`src/inc/mih_pkg.sv`:
```
// shared constants and types for the interrupt handler
package mih_pkg;
    // ********************************************************************
    // source slots and vectors
    // ********************************************************************
    localparam int NSRC = 21;
    localparam int IDX_W = 5;
    localparam logic [15:0] VEC_BASE = 16'h0003;
    localparam logic [15:0] VEC_STEP = 16'h0008;
    localparam int SRC_EXT0 = 0;
    localparam int SRC_T0 = 1;
    localparam int SRC_EXT1 = 2;
    localparam int SRC_T1 = 3;
    localparam int SRC_RSVD = 19;
    localparam logic [NSRC-1:0] HW_CLR_MASK = 21'h00000F;
    localparam logic [NSRC-1:0] RSVD_MASK = 21'h080000;
    localparam int CALL_CYCLES = 4;
    // ********************************************************************
    // register byte offsets
    // ********************************************************************
    localparam logic [11:0] OFF_BASIC_EN = 12'h000;
    localparam logic [11:0] OFF_EXT_EN_A = 12'h004;
    localparam logic [11:0] OFF_EXT_EN_B = 12'h008;
    localparam logic [11:0] OFF_BASIC_PRI = 12'h00C;
    localparam logic [11:0] OFF_EXT_PRI_A = 12'h010;
    localparam logic [11:0] OFF_EXT_PRI_B = 12'h014;
    localparam logic [11:0] OFF_TIMER_CTL = 12'h018;
    localparam logic [11:0] OFF_PENDING = 12'h01C;
    localparam logic [11:0] OFF_STATUS = 12'h020;
    // ********************************************************************
    // field positions and reset values
    // ********************************************************************
    localparam int GIE_BIT = 7;
    localparam int EXT0_EDGE_BIT = 0;
    localparam int EXT0_FLAG_BIT = 1;
    localparam int EXT1_EDGE_BIT = 2;
    localparam int EXT1_FLAG_BIT = 3;
    localparam int T0_FLAG_BIT = 5;
    localparam int T1_FLAG_BIT = 7;
    localparam logic [7:0] REG8_RST = 8'h00;
    localparam logic [NSRC-1:0] PEND_RST = 21'h000000;

    typedef enum logic [1:0] {ST_IDLE, ST_CALL} mih_state_e;
endpackage

```
`src/inc/mih_arb_if.sv`:
```
// request bundle between the handler and its priority arbiter
`timescale 1ns/1ps
interface mih_arb_if #(parameter int N = 21, parameter int IW = 5);
    logic [N-1:0] pend;
    logic [N-1:0] en;
    logic [N-1:0] hi;
    logic hi_busy;
    logic lo_busy;
    logic valid;
    logic win_hi;
    logic [IW-1:0] idx;
    modport arb (input pend, en, hi, hi_busy, lo_busy,
                 output valid, win_hi, idx);
    modport core (output pend, en, hi, hi_busy, lo_busy,
                  input valid, win_hi, idx);
endinterface

```
`src/rtl/mih_sync.sv`:
```
// three-stage pin synchroniser with agreement filter
`timescale 1ns/1ps
module mih_sync #(
    parameter logic RST_VAL = 1'b1
) (
    input wire logic clk, // system clock
    input wire logic rst, // synchronous reset
    input wire logic din, // asynchronous pin
    output logic dout // filtered level
);
    logic s1_r;
    logic s2_r;
    logic s3_r;

    always_ff @(posedge clk) begin
        if (rst) begin
            s1_r <= RST_VAL;
            s2_r <= RST_VAL;
            s3_r <= RST_VAL;
            dout <= RST_VAL;
        end else begin
            s1_r <= din;
            s2_r <= s1_r;
            s3_r <= s2_r;
            // only a level seen on two stages counts
            if (s2_r == s3_r) begin
                dout <= s3_r;
            end
        end
    end
endmodule // mih_sync

```
`src/rtl/mih_arbiter.sv`:
```
// two-level fixed-order priority arbiter
`timescale 1ns/1ps
module mih_arbiter #(
    parameter int N = 21,
    parameter int IW = 5
) (
    mih_arb_if.arb a // request bundle
);
    logic [N-1:0] elig_hi;
    logic [N-1:0] elig_lo;
    logic [IW:0] pick_hi;
    logic [IW:0] pick_lo;

    // lowest index wins; msb of result flags a hit
    function automatic logic [IW:0] first_set(input logic [N-1:0] v);
        logic [IW:0] r;
        r = '0;
        for (int i = N - 1; i >= 0; i--) begin
            if (v[i]) begin
                r = {1'b1, IW'(i)};
            end
        end
        return r;
    endfunction

    // a high routine is never preempted; low only preempted by high
    assign elig_hi = a.pend & a.en & a.hi & {N{~a.hi_busy}};
    assign elig_lo = a.pend & a.en & ~a.hi
                     & {N{~a.hi_busy & ~a.lo_busy}};
    assign pick_hi = first_set(elig_hi);
    assign pick_lo = first_set(elig_lo);
    assign a.valid = pick_hi[IW] | pick_lo[IW];
    assign a.win_hi = pick_hi[IW];
    assign a.idx = pick_hi[IW] ? pick_hi[IW-1:0] : pick_lo[IW-1:0];
endmodule // mih_arbiter

```
`src/rtl/mih_handler.sv`:
```
// interrupt handler: flags, enables, arbitration and call sequencing
`timescale 1ns/1ps
module mih_handler #(
    parameter int NSRC = mih_pkg::NSRC,
    parameter int CALL_CYCLES = mih_pkg::CALL_CYCLES
) (
    input wire logic clk, // 20 MHz system clock
    input wire logic rst, // synchronous, active high
    input wire logic psel, // apb select
    input wire logic penable, // apb access phase
    input wire logic pwrite, // apb direction
    input wire logic [11:0] paddr, // apb byte address
    input wire logic [31:0] pwdata, // apb write data
    output logic [31:0] prdata, // apb read data
    output logic pready, // apb ready
    output logic pslverr, // apb error on unmapped address
    input wire logic ext_irq_pin_0, // external input 0, active low
    input wire logic ext_irq_pin_1, // external input 1, active low
    input wire logic [NSRC-1:0] src_event, // peripheral event pulses
    input wire logic instr_boundary, // current instruction completes
    input wire logic ea_clear_exec, // enable-clearing instruction runs
    input wire logic next_single, // following instruction is 1 cycle
    input wire logic return_from_interrupt_done, // return_from_interrupt completed
    output logic irq_req, // request is pending toward the core
    output logic call_start, // long_call begins this cycle
    output logic call_active, // long_call in progress
    output logic [15:0] call_vector, // service_routine address
    output logic [1:0] in_service // {high, low} routine active
);
    // ********************************************************************
    // declarations
    // ********************************************************************
    logic [7:0] basic_irq_enable_reg;
    logic [7:0] ext_irq_enable_reg_a;
    logic [7:0] ext_irq_enable_reg_b;
    logic [7:0] basic_priority_reg;
    logic [7:0] ext_priority_reg_a;
    logic [7:0] ext_priority_reg_b;
    logic [7:0] timer_ctl_store_r;
    logic [NSRC-1:0] pend_r;
    logic [NSRC-1:0] pend_nxt;
    mih_pkg::mih_state_e state_r;
    logic [2:0] call_cnt_r;
    logic [4:0] cur_idx_r;
    logic cur_hi_r;
    logic skip_one_r;
    logic hi_busy_r;
    logic lo_busy_r;
    logic pin0_lvl;
    logic pin1_lvl;
    logic pin0_prev_r;
    logic pin1_prev_r;

    mih_arb_if #(.N(NSRC), .IW(5)) arb ();

    // ********************************************************************
    // external pin conditioning
    // ********************************************************************
    mih_sync #(.RST_VAL(1'b1)) u_sync0 (
        .clk(clk),
        .rst(rst),
        .din(ext_irq_pin_0),
        .dout(pin0_lvl)
    );

    mih_sync #(.RST_VAL(1'b1)) u_sync1 (
        .clk(clk),
        .rst(rst),
        .din(ext_irq_pin_1),
        .dout(pin1_lvl)
    );

    always_ff @(posedge clk) begin
        if (rst) begin
            pin0_prev_r <= 1'b1;
            pin1_prev_r <= 1'b1;
        end else begin
            pin0_prev_r <= pin0_lvl;
            pin1_prev_r <= pin1_lvl;
        end
    end

    wire ext0_edge_select = timer_ctl_store_r[mih_pkg::EXT0_EDGE_BIT];
    wire ext1_edge_select = timer_ctl_store_r[mih_pkg::EXT1_EDGE_BIT];
    // pins are active low: a falling edge is the event
    wire fall0 = pin0_prev_r & ~pin0_lvl;
    wire fall1 = pin1_prev_r & ~pin1_lvl;

    // ********************************************************************
    // apb decode
    // ********************************************************************
    wire setup_ph = psel & ~penable;
    wire access_ph = psel & penable;
    wire hit_ben = paddr == mih_pkg::OFF_BASIC_EN;
    wire hit_eea = paddr == mih_pkg::OFF_EXT_EN_A;
    wire hit_eeb = paddr == mih_pkg::OFF_EXT_EN_B;
    wire hit_bpr = paddr == mih_pkg::OFF_BASIC_PRI;
    wire hit_epa = paddr == mih_pkg::OFF_EXT_PRI_A;
    wire hit_epb = paddr == mih_pkg::OFF_EXT_PRI_B;
    wire hit_tcr = paddr == mih_pkg::OFF_TIMER_CTL;
    wire hit_pnd = paddr == mih_pkg::OFF_PENDING;
    wire hit_sts = paddr == mih_pkg::OFF_STATUS;
    wire mapped = hit_ben | hit_eea | hit_eeb | hit_bpr | hit_epa
                  | hit_epb | hit_tcr | hit_pnd | hit_sts;
    // the status word is read-only; a write there is refused too
    wire bad_acc = ~mapped | (hit_sts & pwrite);
    wire wr_ok = access_ph & pwrite & ~bad_acc;

    assign pready = access_ph;
    assign pslverr = access_ph & bad_acc;

    // ********************************************************************
    // enable and priority vectors
    // ********************************************************************
    wire global_irq_enable = basic_irq_enable_reg[mih_pkg::GIE_BIT];
    // while the enable is being cleared, only a single-cycle follower
    // still lets the pending request through
    wire gie_eff = global_irq_enable
                   & ~(ea_clear_exec & ~next_single);
    // slot order: basic bits 0-5, ext-a bits 0-7, ext-b bits 0-6
    wire [NSRC-1:0] src_en = {ext_irq_enable_reg_b[6:0],
                              ext_irq_enable_reg_a,
                              basic_irq_enable_reg[5:0]};
    wire [NSRC-1:0] src_hi = {ext_priority_reg_b[6:0],
                              ext_priority_reg_a,
                              basic_priority_reg[5:0]};

    assign arb.pend = pend_r;
    assign arb.en = src_en & {NSRC{gie_eff}} & ~mih_pkg::RSVD_MASK;
    assign arb.hi = src_hi;
    assign arb.hi_busy = hi_busy_r;
    assign arb.lo_busy = lo_busy_r;

    mih_arbiter #(.N(NSRC), .IW(5)) u_arb (
        .a(arb)
    );

    // ********************************************************************
    // pending flags
    // ********************************************************************
    wire [NSRC-1:0] one_hot_cur = NSRC'(1) << cur_idx_r;
    wire call_end = (state_r == mih_pkg::ST_CALL)
                    & (call_cnt_r == 3'(CALL_CYCLES - 1));
    // external flags self-clear only in edge mode
    wire [NSRC-1:0] hw_clr_mask = mih_pkg::HW_CLR_MASK
        & ~({{(NSRC-1){1'b0}}, ~ext0_edge_select} << mih_pkg::SRC_EXT0)
        & ~({{(NSRC-1){1'b0}}, ~ext1_edge_select} << mih_pkg::SRC_EXT1);
    wire [NSRC-1:0] hw_clr = call_end ? (one_hot_cur & hw_clr_mask)
                             : '0;
    wire [NSRC-1:0] hw_set = (src_event
        & ~(NSRC'(1) << mih_pkg::SRC_EXT0)
        & ~(NSRC'(1) << mih_pkg::SRC_EXT1))
        | (NSRC'(ext0_edge_select & fall0) << mih_pkg::SRC_EXT0)
        | (NSRC'(ext1_edge_select & fall1) << mih_pkg::SRC_EXT1);

    // software writes through the pending word or the timer control word
    wire tcr_wr = wr_ok & hit_tcr;
    wire pnd_wr = wr_ok & hit_pnd;
    wire [NSRC-1:0] tcr_mask = (NSRC'(1) << mih_pkg::SRC_EXT0)
        | (NSRC'(1) << mih_pkg::SRC_T0) | (NSRC'(1) << mih_pkg::SRC_EXT1)
        | (NSRC'(1) << mih_pkg::SRC_T1);
    wire [NSRC-1:0] tcr_data =
        (NSRC'(pwdata[mih_pkg::EXT0_FLAG_BIT]) << mih_pkg::SRC_EXT0)
        | (NSRC'(pwdata[mih_pkg::T0_FLAG_BIT]) << mih_pkg::SRC_T0)
        | (NSRC'(pwdata[mih_pkg::EXT1_FLAG_BIT]) << mih_pkg::SRC_EXT1)
        | (NSRC'(pwdata[mih_pkg::T1_FLAG_BIT]) << mih_pkg::SRC_T1);
    wire [NSRC-1:0] sw_mask = pnd_wr ? {NSRC{1'b1}}
                              : (tcr_wr ? tcr_mask : '0);
    wire [NSRC-1:0] sw_data = pnd_wr ? pwdata[NSRC-1:0] : tcr_data;
    wire [NSRC-1:0] after_sw = (pend_r & ~sw_mask) | (sw_data & sw_mask);

    always_comb begin
        // an event set in the same cycle as any clear survives; a software set loses to the call-end clear
        pend_nxt = hw_set | (after_sw & ~hw_clr);
        // level mode: flag is the pin, not a latch
        if (!ext0_edge_select) begin
            pend_nxt[mih_pkg::SRC_EXT0] = ~pin0_lvl;
        end
        if (!ext1_edge_select) begin
            pend_nxt[mih_pkg::SRC_EXT1] = ~pin1_lvl;
        end
        pend_nxt = pend_nxt & ~mih_pkg::RSVD_MASK;
    end

    always_ff @(posedge clk) begin
        if (rst) begin
            pend_r <= mih_pkg::PEND_RST;
        end else begin
            pend_r <= pend_nxt;
        end
    end

    // ********************************************************************
    // configuration registers
    // ********************************************************************
    always_ff @(posedge clk) begin
        if (rst) begin
            basic_irq_enable_reg <= mih_pkg::REG8_RST;
            ext_irq_enable_reg_a <= mih_pkg::REG8_RST;
            ext_irq_enable_reg_b <= mih_pkg::REG8_RST;
            basic_priority_reg <= mih_pkg::REG8_RST;
            ext_priority_reg_a <= mih_pkg::REG8_RST;
            ext_priority_reg_b <= mih_pkg::REG8_RST;
            timer_ctl_store_r <= mih_pkg::REG8_RST;
        end else begin
            if (wr_ok && hit_ben) begin
                basic_irq_enable_reg <= pwdata[7:0];
            end else if (ea_clear_exec) begin
                // the core's own clear lands here; isr then reads zero
                basic_irq_enable_reg[mih_pkg::GIE_BIT] <= 1'b0;
            end
            if (wr_ok && hit_eea) begin
                ext_irq_enable_reg_a <= pwdata[7:0];
            end
            if (wr_ok && hit_eeb) begin
                ext_irq_enable_reg_b <= pwdata[7:0];
            end
            if (wr_ok && hit_bpr) begin
                basic_priority_reg <= pwdata[7:0];
            end
            if (wr_ok && hit_epa) begin
                ext_priority_reg_a <= pwdata[7:0];
            end
            if (wr_ok && hit_epb) begin
                ext_priority_reg_b <= pwdata[7:0];
            end
            if (tcr_wr) begin
                timer_ctl_store_r <= pwdata[7:0];
            end
        end
    end

    // ********************************************************************
    // call sequencing
    // ********************************************************************
    // one instruction must finish after a return before re-entry
    wire take = (state_r == mih_pkg::ST_IDLE) & arb.valid
                & instr_boundary & ~skip_one_r;

    always_ff @(posedge clk) begin
        if (rst) begin
            state_r <= mih_pkg::ST_IDLE;
            call_cnt_r <= 3'h0;
            cur_idx_r <= 5'h00;
            cur_hi_r <= 1'b0;
            call_vector <= 16'h0000;
        end else begin
            case (state_r)
                mih_pkg::ST_IDLE: begin
                    if (take) begin
                        state_r <= mih_pkg::ST_CALL;
                        call_cnt_r <= 3'h0;
                        cur_idx_r <= arb.idx;
                        cur_hi_r <= arb.win_hi;
                        call_vector <= mih_pkg::VEC_BASE
                            + 16'(arb.idx) * mih_pkg::VEC_STEP;
                    end
                end
                mih_pkg::ST_CALL: begin
                    call_cnt_r <= call_cnt_r + 3'h1;
                    if (call_end) begin
                        state_r <= mih_pkg::ST_IDLE;
                    end
                end
                default: begin
                    state_r <= mih_pkg::ST_IDLE;
                end
            endcase
        end
    end

    // nesting depth tracks which level is being serviced
    always_ff @(posedge clk) begin
        if (rst) begin
            hi_busy_r <= 1'b0;
            lo_busy_r <= 1'b0;
            skip_one_r <= 1'b0;
        end else begin
            if (call_end) begin
                if (cur_hi_r) begin
                    hi_busy_r <= 1'b1;
                end else begin
                    lo_busy_r <= 1'b1;
                end
            end else if (return_from_interrupt_done) begin
                // return pops the innermost level back to the caller
                if (hi_busy_r) begin
                    hi_busy_r <= 1'b0;
                end else begin
                    lo_busy_r <= 1'b0;
                end
            end
            if (return_from_interrupt_done) begin
                skip_one_r <= 1'b1;
            end else if (instr_boundary) begin
                skip_one_r <= 1'b0;
            end
        end
    end

    assign irq_req = arb.valid;
    assign call_start = take;
    assign call_active = state_r == mih_pkg::ST_CALL;
    assign in_service = {hi_busy_r, lo_busy_r};

    // ********************************************************************
    // read back
    // ********************************************************************
    wire [7:0] timer_ctl_view = {pend_r[mih_pkg::SRC_T1],
        timer_ctl_store_r[6], pend_r[mih_pkg::SRC_T0],
        timer_ctl_store_r[4], pend_r[mih_pkg::SRC_EXT1],
        timer_ctl_store_r[2], pend_r[mih_pkg::SRC_EXT0],
        timer_ctl_store_r[0]};
    wire [31:0] status_view = {20'h00000, call_active, cur_hi_r,
        hi_busy_r, lo_busy_r, skip_one_r, arb.valid, 1'b0, cur_idx_r};
    wire [31:0] rd_mux =
        hit_ben ? {24'h000000, basic_irq_enable_reg} :
        hit_eea ? {24'h000000, ext_irq_enable_reg_a} :
        hit_eeb ? {24'h000000, ext_irq_enable_reg_b} :
        hit_bpr ? {24'h000000, basic_priority_reg} :
        hit_epa ? {24'h000000, ext_priority_reg_a} :
        hit_epb ? {24'h000000, ext_priority_reg_b} :
        hit_tcr ? {24'h000000, timer_ctl_view} :
        hit_pnd ? {11'h000, pend_r} :
        hit_sts ? status_view : 32'h00000000;

    // captured in setup so the word is stable through the access phase
    always_ff @(posedge clk) begin
        if (rst) begin
            prdata <= 32'h00000000;
        end else if (setup_ph && !pwrite) begin
            prdata <= rd_mux;
        end
    end
endmodule // mih_handler

```
`config.mk`:
```
export PLATFORM = sky130hd
export DESIGN_NAME = mih_handler
export DESIGN_NICKNAME = d
export VERILOG_FILES = /design/src/inc/mih_pkg.sv /design/src/inc/mih_arb_if.sv /design/src/rtl/mih_sync.sv /design/src/rtl/mih_arbiter.sv /design/src/rtl/mih_handler.sv
export SDC_FILE = /design/constraint.sdc
export NUM_CORES = 1
export LEC_CHECK = 0
export BUFFER_PORTS_ARGS = -buffer_cell sky130_fd_sc_hd__buf_2
export CORE_MARGIN = 5
export CORE_UTILIZATION = 35
export CTS_CLUSTER_DIAMETER = 150
export DETAILED_ROUTE_END_ITERATION = 12
export GPL_TIMING_DRIVEN = 0
export MAX_ROUTING_LAYER = met4
export REMOVE_ABC_BUFFERS = 1
export SLEW_MARGIN = 20
export SYNTH_ARGS = -nofsm -noshare
export SYNTH_HDL_FRONTEND = slang
export SYNTH_SLANG_ARGS = --single-unit
export TNS_END_PERCENT = 20
```
`constraint.sdc`:
```
create_clock -name clk -period 6.95 [get_ports clk]
set_input_delay 1.0425 -clock clk [delete_from_list [all_inputs] [get_ports clk]]
set_output_delay 1.0425 -clock clk [all_outputs]
set_load 0.05 [all_outputs]
```
; After elaboration in Yosys (flattened, before gate mapping)
; Index checks and enable logic that the tools add are counted.
[totals]
n_memories = 0
latchBits = 0
in_bits = 76
output_inout_bits = 55
wordCells = 206
ram_bits = 0
register_bits = 148
mem_bits_ro = 0
[classes]
multipliers = 0
bitwise = 64
n_mux = 74
eq_ne = 17
addsub = 2
magnitude_cmp = 0
n_reduce_logical = 19
n_div = 0
shift = 1
[op_table]
columns = cell, count
row1 = $mux 6, 42
row2 = $mux 21, 11
row3 = $and 21x21->21, 10
row4 = $not 21->21, 3
row5 = $eq 12x5->1 const B, 4
row6 = $or 21x21->21, 2
row7 = $eq 12x4->1 const B, 2
row8 = $and 4x21->21, 1
row9 = $not 3->21, 1
row10 = $or 21x1->21, 1
row11 = $or 21x3->21, 1
row12 = $shl 1x5->21 const A, 1
row13 = $and 1x1->1, 19
row14 = $mux 1, 13
row15 = $eq 12x3->1 const B, 1
row16 = $eq 12x6->1 const B, 1
row17 = $logic_not 12->1, 1
row18 = $mux 12, 1
row19 = $not 1->1, 12
row20 = $or 1x1->1, 10
row21 = $add 2x8->9 const A, 1
row22 = $reduce_and 2->1, 4
row23 = $reduce_bool 2->1, 4
row24 = $logic_and 1x1->1, 7
row25 = 19 further kinds, 24

; Depth between registers and ports, before layout
[logic_depth]
word_depth = 39
mapped_depth = 9
ltp_nobuf = 8

; Hierarchy
; From an unflattened synthesis, not the netlist that was laid out.
[unflattened]
hier_cells = 815
area_unflattened_um2 = 6676.4
[modules_own_cells]
columns = module, cells_each, seq_area_each_um2, area_per_inst_um2, n_inst
row1 = mih_handler, 643, 2162.1, 5418.9, 1
row2 = mih_arbiter, 152, 0.0, 1027.2, 1
row3 = mih_sync, 10, 80.1, 115.1, 2

; Worst setup path after synthesis
; Ideal clock, no wire load.
[synth_timing]
path_kind = input to output
from = input port paddr[4]
to = output port pslverr
setup_slack_ps = 3192
arrival_ps = 2716
stages = 6
path_buffers = 2
t_required_ps = 5907
path_cell_list = clkbuf_1 -> or4b_2 -> nor3_4 -> buf_2 -> nand2b_1 -> and3_1
[synth_between]
elab_chain_len = 12
elab_cells_between_ends = 21
cone_classes = eq/ne (8) / bitwise (12) / reduce/logical (1)
[synth_lines]
columns = item, line
row1 = from (decl), mih_handler.sv:12  ; input wire logic [11:0] paddr,
row2 = $eq 12x3->1 or $logic_not 12->1 (tied branches), "mih_handler.sv:95, mih_handler.sv:94"
row3 = $or 1x1->1 (4 in a row), mih_handler.sv:103  ; wire mapped = hit_ben | hit_eea | hit_eeb | hit_bpr | hit_epa
row4 = $or 1x1->1 (4 in a row), mih_handler.sv:104  ; | hit_epb | hit_tcr | hit_pnd | hit_sts;
row5 = $not 1->1, mih_handler.sv:106  ; wire bad_acc = ~mapped | (hit_sts & pwrite);
row6 = $or 1x1->1 *, mih_handler.sv:106
row7 = $and 1x1->1 *, mih_handler.sv:110  ; assign pslverr = access_ph & bad_acc;
row8 = to (decl), mih_handler.sv:16  ; output logic pslverr,
; Every way passes the cells marked *; elsewhere a longest branch is shown, timed or not.

; Worst setup path in the final report
[layout_timing]
from = input port paddr[2]
to = output port pslverr
; The elaborated chain is that of the path after synthesis.

==> metrics.txt <==
Global Route Usage Sum=0.2071; Initial Util=0.3579; DIE WIDTH=143.0 um; post-synthesis cell count=800; PortBufs=94; RSZ-0062 raised after global routing=false; outcome=completed; Final min period=4.275 ns; post-CTS setup repair buffer count=0; nets=942; area growth from synthesis to layout=17.69%; Primary FF master, synth=dfxtp_1; Hold Violations, Final=0; Reg2Reg Capture Point=call_cnt_r[2]$_SDFFE_PP0P_; crit-path max FO=26; top-area cell type share of the netlist area=0.3752; hold path cells=1; final worst path period share=0.6151; total CTS buffers=17; Critical R2R Launch=ext_irq_enable_reg_b[0]$_SDFFE_PP0P_; TritonCTS clock tree=yes; Post-DP HPWL=14.97 mm; routed vias=6087; post-cts sizing count=0; Crit. End Element=output pin; Worst EP arrival=3.23 ns; worst hold-check slack=0.4067 ns; yosys warns=0; asr flop ratio synth=0; Worst Max-Slew Pin Slew=0.9894 ns; number of global-route vias before repair=5603; worst hold endpoint=u_sync1.s2_r$_SDFF_PP1_; gr ovfl total=0; clock slew at reported path FFs=0.05 ns; DRC errors left=0; Worst Path Required=5.91 ns; Post-Route WL=20.50 mm; Post-synth EDFFs=0; flop and latch count out of synthesis=116; largest cells by area after synthesis=dfxtp_1, nand2_1, a21oi_1; Filler cells=1764; fmax=233.9 MHz; Die ar.=20440 um^2; FF-to-FF setup slack=4.21 ns; initial antenna violation count=0; power per cell area=238.3 nW/um^2; GPL Wtd Cong=0.9519; type of the most critical hold path=reg -> reg; M1 GR Usage=0.2791; DR pass1 iterations=5; crit path kind=in -> out; H-Tree Level Count=4; CTS root buf=clkbuf_16; first-pass GRT wire length=31.45 mm; Avg Cell Area, Syn=7.737 um^2; initial drt markers=546; Synth cell types=64; Cell Area, Synth=6190 um^2; routed len/inst=18.60 um; cell taking the most area after synthesis=dfxtp_1; standby leakage power=2.988 nW; M2 GR Usage=0.3059; Ports=131; Global Route met3 Usage=0.05626; Vias/cell=5.524; clock latency on the worst-skew pair=0.42 ns; hold path start=u_sync1.s1_r$_SDFF_PP1_; reg2reg path depth=8; Hold Buf Count CTS=0; number of max-cap violations=0; post-route ant nets=0; fraction of layout cells with a size suffix above 1=0.1836; clk sinks=116; largest net degree at the start of global routing=72; register area share after synthesis=0.3752; Top Usage Layer GRT=met2; TNS Setup=0 ns; row count=48; crit path launch type=input port; Peak VDD IR=0.0001875 V; endpoints failing setup=0; antenna cells=0; Die Height=143.0 um; Slew Viols, Final=0; clk_skew=0.008247 ns; relative slew slack=0.3343; core area=17300 um^2; Max clock buf depth=2
-- critical path: stages --
cell and delay, ns:
buf_2 0.32, or4b_2 0.75, nor3_4 0.60, nand2b_1 0.10, and3_1 0.20, buf_2 0.21
-- cell usage after synthesis (10+ instances only) --
library cell and number:
a21oi_1 68, a22oi_1 14, a31oi_1 25, buf_2 14, buf_4 25, clkbuf_1 27
dfxtp_1 116, inv_1 26, mux2i_1 29, nand2_1 138, nand2b_1 12, nand3_1 33
nor2_1 76, nor3_1 11, nor4_1 10, o21ai_0 38, or2_2 11
-- cells by family after synthesis --
kind of cell / after synthesis / share of synthesized area
AOI/OAI and AO/OA: 194 / 0.1969
adders and majority gates: 2 / 0.004042
buffers and inverters: 98 / 0.08106
DFF: 116 / 0.3752
muxes: 33 / 0.05781
other: 1 / 0.0006058
and+or+nand+nor: 356 / 0.2844
-- layout by cell type, fill, tap and decap left out, types with 11 or more instances in the layout --
master,n
mux2i_1,29
conb_1,21
a21oi_1,68
nand2b_1,12
inv_1,26
or2_2,11
clkbuf_16,17
a31oi_1,25
o21ai_0,38
nor3_1,11
buf_2,94
dfxtp_1,116
a22oi_1,14
nor2_1,76
nand2_1,137
nand3_1,33
-- final cells by class --
class	instances	area (um^2)	area share
Multi-Input combinational cell	606	3450	0.4735
Sequential cell	116	2322	0.3188
Timing Repair Buffer	96	505.5	0.06939
Clock buffer	20	446.7	0.06132
Tap cell	225	281.5	0.03865
Clock inverter	12	177.7	0.02439
Inverter	27	101.3	0.01391
-- per-stage QoR --
stage                     power, mW  std cells  utilization  worst slack, ns  cell area (um^2)
after floorplan              0.7620        749            -            3.227              5864
after global placement       0.8192       1068       0.3825            2.061              6616
after detailed placement     0.8215       1070       0.3849            2.676              6658
after CTS                     1.749       1102       0.4210            2.685              7282
after global routing          1.796       1102       0.4212            2.588              7284
final                         1.736       1102       0.4212            2.675              7284
-- power breakdown --
group / internal, mW / switching, mW / leakage (nW)
Combinational: 0.0309 / 0.0892 / 1.75
Sequential: 0.677 / 0.0121 / 0.942
Clock: 0.609 / 0.319 / 0.293
-- routing by layer --
layer / vias up / wire length [um]
met5: - / 0
met4: 0 / 414
met3: 27 / 2011
met2: 265 / 9083
met1: 2869 / 8985
li1: 2926 / -
-- worst max path at each step --
stage	start	cells past startpoint	endpoint	slack, ns
3_5_place_dp	paddr[2]	8	arb.pend[1]$_SDFF_PP0_	2.68
6_report	paddr[2]	6	pslverr	2.68
3_3_place_gp	paddr[9]	7	basic_irq_enable_reg[1]$_SDFFE_PP0P_	2.06
2_1_floorplan	paddr[9]	6	basic_irq_enable_reg[0]$_SDFFE_PP0P_	3.23
4_1_cts	paddr[2]	6	pslverr	2.69
5_1_grt	paddr[2]	6	pslverr	2.59
Note: power is estimated with default switching activity, not from simulation.
